--- src/tmr_pkg.sv ---
package tmr_pkg;
    localparam int ADDR_W = 2;
    localparam int DATA_W = 8;
    localparam int CNT_W = 16;
    localparam int PRE_W = 3;
    // register offsets
    localparam logic [1:0] OFS_CTRL = 2'h0;
    localparam logic [1:0] OFS_CNT_LO = 2'h1;
    localparam logic [1:0] OFS_CNT_HI = 2'h2;
    localparam logic [1:0] OFS_PINS = 2'h3;
    // timer_c_control fields
    localparam int CTL_CCP_HI = 6;
    localparam int CTL_PS_HI = 5;
    localparam int CTL_PS_LO = 4;
    localparam int CTL_CCP_LO = 3;
    localparam int CTL_SYNC_BYP = 2;
    localparam int CTL_CLK_SRC = 1;
    localparam int CTL_RUN = 0;
    localparam logic [7:0] CTL_RST = 8'h00;
    localparam logic [7:0] CTL_WMASK = 8'h7F;
    // pin control fields
    localparam int PIN_DIR_OUT = 0;
    localparam int PIN_DIR_IN = 1;
    localparam int PIN_DAT_OUT = 2;
    localparam int PIN_DAT_IN = 3;
    localparam int PIN_OSC_EN = 4;
    localparam logic [7:0] PIN_RST = 8'h03;
    localparam logic [7:0] PIN_WMASK = 8'h1F;
    // prescale codes
    localparam logic [1:0] PS_DIV1 = 2'h0;
    localparam logic [1:0] PS_DIV2 = 2'h1;
    localparam logic [1:0] PS_DIV4 = 2'h2;
    localparam logic [1:0] PS_DIV8 = 2'h3;
    localparam logic [15:0] CNT_ZERO = 16'h0000;
    localparam logic [15:0] CNT_MAX = 16'hFFFF;
    localparam logic [2:0] PRE_ZERO = 3'h0;
    // prescaler terminal values
    localparam logic [2:0] PRE_MAX_DIV8 = 3'h7;
    localparam logic [2:0] PRE_MAX_DIV4 = 3'h3;
    localparam logic [2:0] PRE_MAX_DIV2 = 3'h1;
endpackage

--- src/edge_sync.sv ---
module edge_sync (
    // clock and reset
    input wire logic core_clk,
    input wire logic sys_rst,
    // raw input and edges
    input wire logic din,
    output logic rise_sync,
    output logic fall_sync,
    output logic rise_raw,
    output logic fall_raw
);
    logic meta_r;
    logic stab_r;
    logic stab_prev_r;
    logic raw_prev_r;

    // meta_r feeds only stab_r
    always_ff @(posedge core_clk or posedge sys_rst) begin
        if (sys_rst) begin
            meta_r <= 1'b0;
            stab_r <= 1'b0;
            stab_prev_r <= 1'b0;
            raw_prev_r <= 1'b0;
        end else begin
            meta_r <= din;
            stab_r <= meta_r;
            stab_prev_r <= stab_r;
            raw_prev_r <= din;
        end
    end

    assign rise_sync = stab_r & ~stab_prev_r;
    assign fall_sync = ~stab_r & stab_prev_r;
    // bypass path: two cycles sooner, but trusts the pin to be clean
    assign rise_raw = din & ~raw_prev_r;
    assign fall_raw = ~din & raw_prev_r;
endmodule

--- src/main_counter.sv ---
module main_counter (
    // clock and reset
    input wire logic core_clk,
    input wire logic sys_rst,
    // register port
    input wire logic [tmr_pkg::ADDR_W-1:0] reg_addr,
    input wire logic [tmr_pkg::DATA_W-1:0] reg_wdata,
    input wire logic reg_wr,
    input wire logic reg_rd,
    output logic [tmr_pkg::DATA_W-1:0] reg_rdata,
    // capture/compare unit
    input wire logic special_event_trig,
    output logic ch1_uses_main,
    output logic ch2_uses_main,
    // count and overflow
    output logic [tmr_pkg::CNT_W-1:0] count_value,
    output logic overflow_pulse,
    // oscillator pins
    input wire logic osc_in_pin_i,
    output logic osc_in_pin_o,
    output logic osc_in_pin_oe,
    input wire logic osc_out_pin_i,
    output logic osc_out_pin_o,
    output logic osc_out_pin_oe
);
    import tmr_pkg::*;

    logic [7:0] ctrl_r;
    logic [7:0] pins_r;
    logic [CNT_W-1:0] cnt_r;
    logic [CNT_W-1:0] cnt_nxt;
    logic [PRE_W-1:0] pre_r;
    logic [PRE_W-1:0] pre_nxt;
    logic armed_r;
    logic [DATA_W-1:0] rdata_r;
    logic ovf_r;
    logic ch1_r;
    logic ch2_r;
    logic in_oe_r;
    logic out_oe_r;
    logic in_o_r;
    logic out_o_r;

    // decode
    wire ctrl_wr = reg_wr && (reg_addr == OFS_CTRL);
    wire lo_wr = reg_wr && (reg_addr == OFS_CNT_LO);
    wire hi_wr = reg_wr && (reg_addr == OFS_CNT_HI);
    wire pins_wr = reg_wr && (reg_addr == OFS_PINS);
    wire cnt_wr = lo_wr || hi_wr;

    wire run = ctrl_r[CTL_RUN];
    wire ext_sel = ctrl_r[CTL_CLK_SRC];
    wire sync_byp = ctrl_r[CTL_SYNC_BYP];
    wire [1:0] ps_sel = ctrl_r[CTL_PS_HI:CTL_PS_LO];
    wire osc_en = pins_r[PIN_OSC_EN];

    // oscillator takes over from the shared external pin when enabled
    wire ext_src = osc_en ? osc_in_pin_i : osc_out_pin_i;

    wire r_sync;
    wire f_sync;
    wire r_raw;
    wire f_raw;

    edge_sync u_edge (
        .core_clk(core_clk),
        .sys_rst(sys_rst),
        .din(ext_src),
        .rise_sync(r_sync),
        .fall_sync(f_sync),
        .rise_raw(r_raw),
        .fall_raw(f_raw)
    );

    // sync bit only matters while the external clock is selected
    wire ext_rise = sync_byp ? r_raw : r_sync;
    wire ext_fall = sync_byp ? f_raw : f_sync;

    // an edge counts only after a falling edge has been seen
    wire src_tick = ext_sel ? (armed_r && ext_rise) : 1'b1;

    // prescale terminal value
    wire [PRE_W-1:0] pre_max = (ps_sel == PS_DIV8) ? PRE_MAX_DIV8 :
                               (ps_sel == PS_DIV4) ? PRE_MAX_DIV4 :
                               (ps_sel == PS_DIV2) ? PRE_MAX_DIV2 : PRE_ZERO;

    wire pre_tick = run && src_tick;
    wire inc = pre_tick && (pre_r == pre_max);
    wire wrap = inc && (cnt_r == CNT_MAX);

    // trigger works in the async mode too, but may race the pin there
    wire trig_clr = special_event_trig && !cnt_wr;

    // read mux
    wire [DATA_W-1:0] rd_mux = (reg_addr == OFS_CTRL) ? (ctrl_r & CTL_WMASK) :
                               (reg_addr == OFS_CNT_LO) ? cnt_r[7:0] :
                               (reg_addr == OFS_CNT_HI) ? cnt_r[15:8] :
                               (pins_r & PIN_WMASK);

    always_comb begin
        cnt_nxt = cnt_r;
        if (cnt_wr) begin
            if (lo_wr) begin
                cnt_nxt[7:0] = reg_wdata;
            end
            if (hi_wr) begin
                cnt_nxt[15:8] = reg_wdata;
            end
        end else if (trig_clr) begin
            cnt_nxt = CNT_ZERO;
        end else if (inc) begin
            cnt_nxt = cnt_r + 16'h0001;
        end
    end

    always_comb begin
        pre_nxt = pre_r;
        if (ctrl_wr) begin
            pre_nxt = PRE_ZERO;
        end else if (pre_tick) begin
            pre_nxt = (pre_r == pre_max) ? PRE_ZERO : pre_r + 3'h1;
        end
    end

    always_ff @(posedge core_clk or posedge sys_rst) begin
        if (sys_rst) begin
            ctrl_r <= CTL_RST;
            pins_r <= PIN_RST;
        end else begin
            if (ctrl_wr) begin
                ctrl_r <= reg_wdata & CTL_WMASK;
            end
            if (pins_wr) begin
                pins_r <= reg_wdata & PIN_WMASK;
            end
        end
    end

    always_ff @(posedge core_clk or posedge sys_rst) begin
        if (sys_rst) begin
            cnt_r <= CNT_ZERO;
            pre_r <= PRE_ZERO;
        end else begin
            cnt_r <= cnt_nxt;
            pre_r <= pre_nxt;
        end
    end

    // rearm after a stop or a source change
    always_ff @(posedge core_clk or posedge sys_rst) begin
        if (sys_rst) begin
            armed_r <= 1'b0;
        end else if (!run || !ext_sel) begin
            armed_r <= 1'b0;
        end else if (ext_fall) begin
            armed_r <= 1'b1;
        end
    end

    // trigger clear never reports an overflow
    always_ff @(posedge core_clk or posedge sys_rst) begin
        if (sys_rst) begin
            ovf_r <= 1'b0;
        end else begin
            ovf_r <= wrap && !cnt_wr && !special_event_trig;
        end
    end

    always_ff @(posedge core_clk or posedge sys_rst) begin
        if (sys_rst) begin
            rdata_r <= '0;
        end else begin
            rdata_r <= reg_rd ? rd_mux : '0;
        end
    end

    always_ff @(posedge core_clk or posedge sys_rst) begin
        if (sys_rst) begin
            ch1_r <= 1'b0;
            ch2_r <= 1'b0;
        end else begin
            ch1_r <= ctrl_r[CTL_CCP_HI];
            ch2_r <= ctrl_r[CTL_CCP_HI] | ctrl_r[CTL_CCP_LO];
        end
    end

    // direction bit set means input; oscillator forces both to inputs
    always_ff @(posedge core_clk or posedge sys_rst) begin
        if (sys_rst) begin
            in_oe_r <= 1'b0;
            out_oe_r <= 1'b0;
            in_o_r <= 1'b0;
            out_o_r <= 1'b0;
        end else begin
            in_oe_r <= !osc_en && !pins_r[PIN_DIR_IN];
            out_oe_r <= !osc_en && !pins_r[PIN_DIR_OUT];
            in_o_r <= pins_r[PIN_DAT_IN];
            out_o_r <= pins_r[PIN_DAT_OUT];
        end
    end

    assign reg_rdata = rdata_r;
    assign count_value = cnt_r;
    assign overflow_pulse = ovf_r;
    assign ch1_uses_main = ch1_r;
    assign ch2_uses_main = ch2_r;
    assign osc_in_pin_oe = in_oe_r;
    assign osc_out_pin_oe = out_oe_r;
    assign osc_in_pin_o = in_o_r;
    assign osc_out_pin_o = out_o_r;

    chk_ccp_select: assert property (@(posedge core_clk) disable iff (sys_rst)
        1'b1 |=> (ch1_uses_main == $past(ctrl_r[CTL_CCP_HI]))
            && (ch2_uses_main == ($past(ctrl_r[CTL_CCP_HI]) | $past(ctrl_r[CTL_CCP_LO]))))
        else $error("capture time base select wrong");

    chk_div8_spacing: assert property (@(posedge core_clk)
        disable iff (sys_rst || ctrl_wr)
        (inc && ps_sel == PS_DIV8) |=> !inc [*7])
        else $error("divide by eight counted too soon");

    chk_timer_div1: assert property (@(posedge core_clk) disable iff (sys_rst)
        (run && !ext_sel && ps_sel == PS_DIV1 && !cnt_wr && !special_event_trig && !ctrl_wr)
        |=> (count_value == $past(count_value) + 16'h0001))
        else $error("timer did not count each cycle");

    chk_ext_gated: assert property (@(posedge core_clk) disable iff (sys_rst)
        (ext_sel && !ext_rise && !cnt_wr && !special_event_trig) |=> $stable(count_value))
        else $error("counter moved without an input edge");

    chk_osc_inputs: assert property (@(posedge core_clk) disable iff (sys_rst)
        osc_en |=> (!osc_in_pin_oe && !osc_out_pin_oe))
        else $error("oscillator pin driven while oscillator on");

    chk_trig_clear: assert property (@(posedge core_clk) disable iff (sys_rst)
        (special_event_trig && !cnt_wr) |=> (count_value == CNT_ZERO) && !overflow_pulse)
        else $error("trigger did not clear count");

    chk_write_wins: assert property (@(posedge core_clk) disable iff (sys_rst)
        (special_event_trig && lo_wr) |=> (count_value[7:0] == $past(reg_wdata))
            && (count_value[15:8] == $past(count_value[15:8])))
        else $error("count write lost to trigger");

    chk_stopped_hold: assert property (@(posedge core_clk) disable iff (sys_rst)
        (!run && !cnt_wr && !special_event_trig) ##1 (!run && !cnt_wr && !special_event_trig)
        |-> $stable(count_value))
        else $error("counter moved while stopped");

    chk_sync_delay: assert property (@(posedge core_clk) disable iff (sys_rst)
        (ext_sel && !sync_byp && r_sync) |-> $past(ext_src, 2) && !$past(ext_src, 3))
        else $error("synchronised edge not two cycles late");

    chk_div4_spacing: assert property (@(posedge core_clk)
        disable iff (sys_rst || ctrl_wr)
        (inc && ps_sel == PS_DIV4) |=> !inc [*3])
        else $error("divide by four counted too soon");

    chk_div2_spacing: assert property (@(posedge core_clk)
        disable iff (sys_rst || ctrl_wr)
        (inc && ps_sel == PS_DIV2) |=> !inc)
        else $error("divide by two counted too soon");

    chk_ctrl_clears_pre: assert property (@(posedge core_clk) disable iff (sys_rst)
        ctrl_wr |=> (pre_r == PRE_ZERO))
        else $error("prescaler not cleared by control write");

    chk_reset_idle: assert property (@(posedge core_clk) disable iff (sys_rst)
        $past(sys_rst) |-> (!run && (count_value == CNT_ZERO)))
        else $error("counter not idle after reset");

    chk_first_fall: assert property (@(posedge core_clk) disable iff (sys_rst)
        (ext_sel && !armed_r && !cnt_wr && !special_event_trig) |=> $stable(count_value))
        else $error("counted before the first falling edge");

    chk_bypass_edge: assert property (@(posedge core_clk) disable iff (sys_rst)
        (ext_sel && sync_byp && r_raw) |-> (ext_src && !$past(ext_src)))
        else $error("bypassed edge not taken straight from the pin");

    chk_trig_no_ovf: assert property (@(posedge core_clk) disable iff (sys_rst)
        special_event_trig |=> !overflow_pulse)
        else $error("trigger raised the overflow pulse");

    chk_both_channels: assert property (@(posedge core_clk) disable iff (sys_rst)
        ch1_uses_main |-> ch2_uses_main)
        else $error("channel one served alone");

    chk_pin_direction: assert property (@(posedge core_clk) disable iff (sys_rst)
        !osc_en |=> (osc_in_pin_oe == !$past(pins_r[PIN_DIR_IN]))
            && (osc_out_pin_oe == !$past(pins_r[PIN_DIR_OUT])))
        else $error("pin drive does not follow direction bits");
endmodule

--- config.mk ---
export PLATFORM = sky130hd
export DESIGN_NAME = main_counter
export DESIGN_NICKNAME = d
export VERILOG_FILES = /design/src/tmr_pkg.sv /design/src/edge_sync.sv /design/src/main_counter.sv
export SDC_FILE = /design/constraint.sdc
export NUM_CORES = 1
export LEC_CHECK = 0
export ABC_AREA = 1
export BUFFER_PORTS_ARGS = -buffer_cell sky130_fd_sc_hd__buf_4
export CORE_UTILIZATION = 56
export CTS_CLUSTER_DIAMETER = 150
export CTS_CLUSTER_SIZE = 20
export DETAILED_ROUTE_END_ITERATION = 10
export GPL_ROUTABILITY_DRIVEN = 0
export PLACE_DENSITY = 0.8
export SYNTH_ARGS = -nofsm -noshare
export SYNTH_HDL_FRONTEND = slang
export SYNTH_SLANG_ARGS = --single-unit
--- constraint.sdc ---
create_clock -name core_clk -period 1.6 [get_ports core_clk]
set_input_delay 0.16 -clock core_clk [delete_from_list [all_inputs] [get_ports core_clk]]
set_output_delay 0.16 -clock core_clk [all_outputs]
set_load 0.05 [all_outputs]
Word level (Yosys, flattened, before mapping) --
Index checks and enable logic that the tools add are counted.
Storage, ports and cells: bits of input ports 17, word-level logic and storage cells 87, output and inout port bits 31, flip-flop bits (word level) 50
Operators by class: mux-type cells 21, add/subtract/negate cells 2, equal/unequal tests 10, bitwise logic cells 9, reductions and logical operators 28
Operators with widths (count):
- 16-bit two-way mux | 3
- 8-bit two-way mux | 6
- 16-bit by 1-bit adder with 16-bit output, second input constant | 1
- 16-bit equality test, second input constant | 1
- 1-bit logical AND | 13
- 3-bit two-way mux | 4
- 2-bit equality test, second input constant | 4
- 1-bit logical NOT | 7
- 1-bit two-way mux | 7
- 1-bit bitwise AND | 4
- 2-bit by 1-bit equality test with 1-bit output, second input constant | 2
- 2-bit inequality test, second input constant | 2
- 1-bit NOT | 4
- 2-bit AND reduction | 2
- 2-bit nonzero test | 2
- 3-bit by 1-bit adder with 3-bit output, second input constant | 1
- 3-bit equality test | 1
- 3-bit nonzero test | 1
- 2-bit logical NOT | 1
- 1-bit logical OR | 2
- 2-bit two-way mux | 1
- 1-bit bitwise OR | 1

Longest topological paths before layout --
Gate-level depths: netlist of run 1.
depth in word-level cells 10, mapped depth 12, depth with buffers taken out 12

Hierarchy --
From an unflattened synthesis of run 1, not the netlist that was laid out.
Second synthesis, totals: cell total of the unflattened synthesis 356, area total of the unflattened synthesis 2662.6 µm²
By module, submodules not included:
- main_counter | seq. area each 1178.6 µm², cells each 344, times used 1, area each 2553.7 µm²
- edge_sync | seq. area each 75.1 µm², cells each 12, times used 1, area each 108.9 µm²

Worst setup path before layout of run 1 --
OpenSTA, ideal clock, no wires.
path kind register to register, from register cnt_r[0], in the netlist count_value[0], to register cnt_r[14], in the netlist count_value[14], setup time 118 ps, period minus slack after synthesis 1786 ps, arrival 1668 ps, data required time 1482 ps, buffers on the path 0, slack -186 ps, cell stages (with the launch flop) 13, cells stage by stage dfrtp_1 ha_1 nand2_1 nor2_1 nand2_1 inv_1 nand2_1 nand2_1 nand2_1 nand2_1 nand2_1 nand2_1 nand2_1
Between the ends: word-level cells in the longest chain between the ends 4
Ends and longest elaborated chain:
- from (decl) | RTL line main_counter.sv:30 | logic [CNT_W-1:0] cnt_r;
- from (signal assigned) | RTL line main_counter.sv:144 | cnt_r <= cnt_nxt;
- 16-bit by 1-bit adder with 16-bit output | RTL line main_counter.sv:112 | cnt_nxt = cnt_r + 16'h0001;
- 16-bit two-way mux | RTL line main_counter.sv:111 | end else if (inc) begin
- 16-bit two-way mux | RTL line main_counter.sv:109 | end else if (trig_clr) begin
- 16-bit two-way mux | RTL line main_counter.sv:102 | if (cnt_wr) begin
Every way passes these cells. The select of a mux whose other input is x is not followed. A chain may end at the register's enable or synchronous reset.

Worst setup path after layout of run 1 --
from register cnt_r[0], in the netlist count_value[0], to register ovf_r, in the netlist overflow_pulse
Between the ends: word-level cells in the longest chain between the ends 4
Ends and longest elaborated chain:
- 16-bit equality test | RTL line main_counter.sv:89 | wire wrap = inc && (cnt_r == CNT_MAX);
- 1-bit logical AND | RTL line main_counter.sv:89
- 1-bit logical AND (2 in a row) | RTL line main_counter.sv:165 | ovf_r <= wrap && !cnt_wr && !special_event_trig;
- to (signal assigned) | RTL line main_counter.sv:165
- to (decl) | RTL line main_counter.sv:36 | logic ovf_r;
Every way passes these cells.

==> results.sh, run 1 <==
export IMPL_endpoint="overflow_pulse"
export IMPL_rr_worst_depth=6
export IMPL_crit_path_max_fo=2
export IMPL_max_slew_violation_count=0
export IMPL_top_cells_by_area_in_the_synthesized_netlist="sky130_fd_sc_hd__dfrtp_1 (44%), sky130_fd_sc_hd__nand2_1 (16%), sky130_fd_sc_hd__inv_1 (5.8%)"
export IMPL_starting_density_pct=57.8
export IMPL_async_reset_ff_share_pct=100
export IMPL_cts_root_buf="sky130_fd_sc_hd__clkbuf_8"
export IMPL_area_added_between_synthesis_and_finish_pct=25.9
export IMPL_floorplan_die_height_um=71.8
export IMPL_critPathRequiredTime_ps=1830
export IMPL_antenna_violations_before_repair=0
export IMPL_critPathArrivalTime_ps=1740
export IMPL_grt_remaining_overflow=0
export IMPL_cts_inserted_buffers=5
export IMPL_insertion_delay_ps=310
export IMPL_htree_levels=2
export IMPL_detail_route_vias_per_cell=5.50
export IMPL_leakage_nw=1.76
export IMPL_worst_slew_margin_rel_pct=67.2
export IMPL_timing_final_setup_violations=0
export IMPL_final_seq_area_mm2=0.00127
export IMPL_ys_seq_elements=50
export IMPL_worstSetupEndpointType="flop"
export IMPL_multi_input_comb_area_mm2=0.00130
export IMPL_grt_start_max_net_pins=29
export IMPL_die_area_mm2=0.00516
export IMPL_ant_nets=0
export IMPL_fin_crit_sh_pct=94.7
export IMPL_holdCritPathClass="in2reg"
export IMPL_mappedNetlistNets=380
export IMPL_grt_usage_pct=30.2
export IMPL_synthesized_netlist_cell_count=361
export IMPL_max_vdd_ir_drop_mv=0.638
export IMPL_cp_cell_sequence="ha_2, nand2_2, nor2_2, nand4_1, or2_2, nor3_2"
export IMPL_max_freq_mhz=660
export IMPL_critical_path_startpoint="count_value[0]"
export IMPL_synth_area_mm2=0.00273
export IMPL_grt_first_pass_wirelength_mm=11.9
export IMPL_synth_sequential_area_ratio_pct=45.9
export IMPL_post_synth_edffs=0
export IMPL_vias=2727
export IMPL_design_portCount=48
export IMPL_wl_mm=7.17
export IMPL_r2r_end="overflow_pulse"
export IMPL_detailed_routing_iteration_count_for_the_pre_antenna_repair_pass=8
export IMPL_slowest_delay_ps=380
export IMPL_avgSynthCellArea_um2=7.57
export IMPL_timing_final_crit_period_ps=1510
export IMPL_outcome="finished clean"
export IMPL_fin_nets=447
export IMPL_first_global_vias=2549
export IMPL_cts_tree="done"
export IMPL_finalSetupTns_ps=0
export IMPL_hold_viol_final=0
export IMPL_finalClockSkew_ps=6.07
export IMPL_drt_initial_drc_count=234
export IMPL_cp_slowest_cell="sky130_fd_sc_hd__dfrtp_2"
export IMPL_rsz0062_at_grt="false"
export IMPL_crit_path_start_kind="flop"
export IMPL_fillCellCount=385
export IMPL_ys_types=34
export IMPL_regToRegStartpoint="count_value[0]"
export IMPL_clock_sinks=50
export IMPL_p_per_area_mw_per_mm2=1150
export IMPL_ff2ff_setup_slack_ps=90
export IMPL_n_antenna_cell=0
export IMPL_wire_per_inst_um=14.5
export IMPL_cap_viol_max_count=0
export IMPL_floorplan_rows=25
export IMPL_synth_flop_cell="sky130_fd_sc_hd__dfrtp_1"
export IMPL_yosys_area_top_type_share_pct=44.0
export IMPL_numPortBuffers=47
export IMPL_dp_hpwl_mm=5.43
export IMPL_detail_route_drc_violations=0
export IMPL_most_common_library_cell_in_the_layout_ignoring_fill_and_taps="sky130_fd_sc_hd__nand2_1"
export IMPL_layout_drive_gt1_share_pct=26.8
export IMPL_worst_setup_hold_path_clk_slew_ps=90
export IMPL_die_w_um=71.8
export IMPL_tightest_slew_ps=491
export IMPL_fin_util_pct=72.8
export IMPL_ctsLongestPathBuffers=2
export IMPL_ys_warn_count=0
export IMPL_layout_cells_most_common_list="sky130_fd_sc_hd__nand2_1 (115), sky130_fd_sc_hd__buf_4 (62), sky130_fd_sc_hd__inv_1 (39)"
export IMPL_post_synth_top_area_cell="sky130_fd_sc_hd__dfrtp_1"
export IMPL_worst_setup_path_type="reg2reg"
export IMPL_core_area_mm2=0.00472
sequential cells by signal, summed over array words and instances, names as in the netlist:
name and flops:
u_edge.stab_r 1, u_edge.meta_r 1, ch1_uses_main 1, osc_out_pin_oe 1, reg_rdata 8, overflow_pulse 1, u_edge.stab_prev_r 1, osc_in_pin_o 1
osc_out_pin_o 1, armed_r 1, osc_in_pin_oe 1, ch2_uses_main 1, count_value 16, ctrl_r 7, pre_r 3, pins_r 5
metal layers:
metal,vias up,GRT usage [%],routed length [um]
li1,1292,-,-
met1,1260,38.4,2770
met2,148,50.6,3540
met3,27,6.19,645
met4,0,11.5,218
met5,-,0,0
layout make-up:
class | count | area share [%]
Tap cell | 67 | 2.44
Multi-Input combinational cell | 259 | 37.9
Sequential cell | 50 | 36.8
Clock inverter | 2 | 0.364
Clock buffer | 6 | 2.40
Timing Repair Buffer | 65 | 14.7
Inverter | 47 | 5.35
cell usage after synthesis, drive strengths merged, types with 2 or more instances:
master  number
a21oi        8
and2         2
nand3       31
inv         46
nand2      124
a221oi       2
nand4        8
xor2         3
dfstp        2
o22ai        3
nor2        34
o21ai       31
nand3b       2
xnor2        2
dfrtp       48
clkbuf       2
ha           2
buf          3
power by group:
part | switching [W] | total (W) | leakage, nW | internal [W]
registers | 0.000204 | 0.00169 | 0.623 | 0.00149
logic | 0.000997 | 0.00150 | 1.08 | 0.000503
clock network | 0.000419 | 0.000767 | 0.0472 | 0.000348
total | 0.00162 | 0.00396 | 1.76 | 0.00234
timing repair:
item,CTS,global route
endpoints found under the hold margin,20,0
pin swaps,0,3
resized for setup,1,18
endpoints found under the setup margin,16,17
hold buffers,1,0
setup buffers,0,1
logic make-up after synthesis:
logic type / synth area share (%)
AND/OR/NAND/NOR: 33.3
buffers and inverters: 8.15
flip-flops: 45.9
AO/OA/AOI/OAI: 10.1
XOR/XNOR: 1.60
adder cells (fa/ha/maj): 0.916
through the flow:
step	hold slack, ps	total power, W	area, um^2	cells	setup slack (ps)
after floorplan	281	0.00263	2740	361	-17.5
after global placement	214	0.00308	3270	486	18.3
after detailed placement	217	0.00312	3270	486	-29.1
after CTS	73.4	0.00389	3380	495	10.6
after global routing	78.1	0.00416	3440	496	3.28
final	68.0	0.00396	3440	496	85.4
critical path, delay by kind of cell, from the launching register on:
kind	cells	cell delay, ps
flip-flops	1	380
adder cells (fa/ha/maj)	1	200
AND/OR/NAND/NOR	5	860
worst min-delay path by stage:
stage | startpoint | to | slack, ps | cells past startpoint
2_1_floorplan | reg_wdata[2] | ctrl_r[2] | 280 | 2
3_3_place_gp | sys_rst | armed_r | 210 | 2
3_5_place_dp | sys_rst | armed_r | 220 | 2
4_1_cts | reg_wdata[5] | ctrl_r[5] | 70 | 3
5_1_grt | reg_wdata[6] | ctrl_r[6] | 80 | 3
6_report | reg_wdata[5] | ctrl_r[5] | 70 | 3
No activity file was read; power rests on OpenSTA's default activity.
==> run 2: changes to the inputs <==
--- a/config.mk
+++ b/config.mk
@@ -12,7 +12,9 @@
 export CTS_CLUSTER_SIZE = 20
 export DETAILED_ROUTE_END_ITERATION = 10
 export GPL_ROUTABILITY_DRIVEN = 0
+export MAX_ROUTING_LAYER = met4
 export PLACE_DENSITY = 0.8
+export REMOVE_ABC_BUFFERS = 1
 export SYNTH_ARGS = -nofsm -noshare
 export SYNTH_HDL_FRONTEND = slang
 export SYNTH_SLANG_ARGS = --single-unit
==> results.sh, run 2 (synthesized netlist as in run 1, its figures left out) <==
export IMPL_timing_final_crit_period_ps=1540
export IMPL_crit_path_max_fo=2
export IMPL_power_clock_fraction_pct=22.0
export IMPL_worst_path_stages=6
export IMPL_critical_path_startpoint="count_value[0]"
export IMPL_worst_setup_path_type="reg2reg"
export IMPL_grt_remaining_overflow=0
export IMPL_sequentialPowerShare_pct=40.9
export IMPL_cap_viol_max_count=0
export IMPL_first_global_vias=2510
export IMPL_grt_first_pass_wirelength_mm=11.8
export IMPL_design_portCount=48
export IMPL_leakage_nw=1.81
export IMPL_drt_initial_drc_count=308
export IMPL_crit_path_start_kind="flop"
export IMPL_p_per_area_mw_per_mm2=1180
export IMPL_regToRegStartpoint="count_value[0]"
export IMPL_floorplan_die_height_um=71.8
export IMPL_grt_usage_pct=30.9
export IMPL_r2r_end="overflow_pulse"
export IMPL_worst_setup_hold_path_clk_slew_ps=90
export IMPL_fin_util_pct=73.7
export IMPL_tightest_slew_ps=317
export IMPL_dp_hpwl_mm=5.47
export IMPL_htree_levels=2
export IMPL_cp_cell_sequence="ha_2, nand2_1, nor2_2, nand4_1, or2_2, nor3_2"
export IMPL_slowest_delay_ps=370
export IMPL_detail_route_vias_per_cell=5.39
export IMPL_cellInternalPower_w=0.00247
export IMPL_ctsLongestPathBuffers=2
export IMPL_rr_worst_depth=6
export IMPL_rsz0062_at_grt="true"
export IMPL_holdCritPathClass="in2reg"
export IMPL_worstSetupEndpointType="flop"
export IMPL_layout_cells_most_common_list="sky130_fd_sc_hd__nand2_1 (116), sky130_fd_sc_hd__buf_4 (72), sky130_fd_sc_hd__dfrtp_1 (45)"
export IMPL_max_slew_violation_count=0
export IMPL_layout_drive_gt1_share_pct=26.1
export IMPL_wire_per_inst_um=14.3
export IMPL_final_seq_area_mm2=0.00126
export IMPL_cts_root_buf="sky130_fd_sc_hd__clkbuf_8"
export IMPL_ant_nets=0
export IMPL_numPortBuffers=47
export IMPL_fin_crit_sh_pct=96.4
export IMPL_area_added_between_synthesis_and_finish_pct=27.5
export IMPL_clock_sinks=50
export IMPL_final_instance_count_excl_fill=504
export IMPL_numPlacedInstances=493
export IMPL_max_freq_mhz=648
export IMPL_detailed_routing_iteration_count_for_the_pre_antenna_repair_pass=6
export IMPL_starting_density_pct=57.8
export IMPL_number_of_flip_flops_in_the_largest_register=16
export IMPL_hold_viol_final=0
export IMPL_n_antenna_cell=0
export IMPL_cts_tree="done"
export IMPL_combinationalPowerShare_pct=37.1
export IMPL_antenna_violations_before_repair=0
export IMPL_endpoint="overflow_pulse"
export IMPL_crit_family="simple AND/OR/NAND/NOR gates"
export IMPL_ff2ff_setup_slack_ps=60
export IMPL_power_share_switching_pct=39.7
export IMPL_outcome="finished clean"
export IMPL_timing_final_setup_violations=0
export IMPL_max_vdd_ir_drop_mv=0.601
export IMPL_wl_mm=7.23
export IMPL_floorplan_rows=25
export IMPL_critPathArrivalTime_ps=1780
export IMPL_cp_slowest_cell="sky130_fd_sc_hd__dfrtp_1"
export IMPL_p_switching_w=0.00163
export IMPL_finalSetupTns_ps=0
export IMPL_most_common_library_cell_in_the_layout_ignoring_fill_and_taps="sky130_fd_sc_hd__nand2_1"
export IMPL_critPathRequiredTime_ps=1830
export IMPL_detail_route_drc_violations=0
export IMPL_finalClockSkew_ps=7.32
export IMPL_cp_num_buf_inv=0
export IMPL_multi_input_comb_area_mm2=0.00130
export IMPL_worst_slew_margin_rel_pct=78.8
export IMPL_insertion_delay_ps=310
export IMPL_vias=2715
export IMPL_die_area_mm2=0.00516
export IMPL_core_area_mm2=0.00472
export IMPL_die_w_um=71.8
export IMPL_grt_start_max_net_pins=16
export IMPL_cts_inserted_buffers=5
export IMPL_fillCellCount=380
export IMPL_fin_nets=455
-- run 2: power groups by stage --
stage / clock [W] / sequential, W / combinational (W)
global placement: 0 / 0.00169 / 0.00141
global route: 0.000952 / 0.00170 / 0.00164
finish: 0.000900 / 0.00168 / 0.00152
detailed placement: 0 / 0.00170 / 0.00144
CTS: 0.000907 / 0.00166 / 0.00148
floorplan: 0 / 0.00207 / 0.000530
-- run 2: worst min-delay path by stage --
stage,start,end,slack [ps],cells past startpoint
final,reg_wdata[3],ctrl_r[3],80,3
after global routing,reg_wdata[6],ctrl_r[6],90,3
after CTS,reg_wdata[3],ctrl_r[3],80,3
after detailed placement,sys_rst,u_edge.meta_r,130,2
after global placement,sys_rst,u_edge.meta_r,130,2
after floorplan,reg_wdata[2],ctrl_r[2],280,2
-- run 2: area by class of cell --
class / instances / share of cell area [%]
clock inverters: 2 / 1.08
multi-input cells: 259 / 37.3
clock buffers: 6 / 2.08
inverters: 47 / 5.21
repair buffers: 73 / 15.8
flip-flops and latches: 50 / 36.1
well taps: 67 / 2.41
-- run 2: worst register-to-register path, stage by stage, from the launching register on --
cell and delay [ps]:
sky130_fd_sc_hd__dfrtp_1 370, sky130_fd_sc_hd__ha_2 190, sky130_fd_sc_hd__nand2_1 90, sky130_fd_sc_hd__nor2_2 150, sky130_fd_sc_hd__nand4_1 170, sky130_fd_sc_hd__or2_2 320, sky130_fd_sc_hd__nor3_2 170
-- run 2: stage by stage --
| stage | total power (W) | hold WS (ps) | area [um^2] | setup WS (ps) |
|---|---|---|---|---|
| 3_5_place_dp | 0.00314 | 133 | 3300 | -15.5 |
| 3_3_place_gp | 0.00310 | 132 | 3300 | -46.8 |
| 5_1_grt | 0.00430 | 87.0 | 3480 | -50.5 |
| 4_1_cts | 0.00405 | 79.6 | 3430 | 12.3 |
| 6_report | 0.00410 | 83.6 | 3480 | 57.1 |
| 2_1_floorplan | 0.00260 | 281 | 2690 | -187 |
-- run 2: layer usage --
layer	vias to the layer above	GRT usage [%]	wire [um]
met5	-	-	0
met4	0	10.7	179
met3	21	4.22	491
met2	117	51.8	3580
met1	1270	38.4	2980
li1	1307	-	-
-- run 2: timing repair --
item | CTS | global route
resized for setup | 0 | 19
hold buffers | 1 | 0
hold endpoints to repair | 10 | 0
buffers inserted | 2 | 0
setup endpoints to repair | 3 | 17
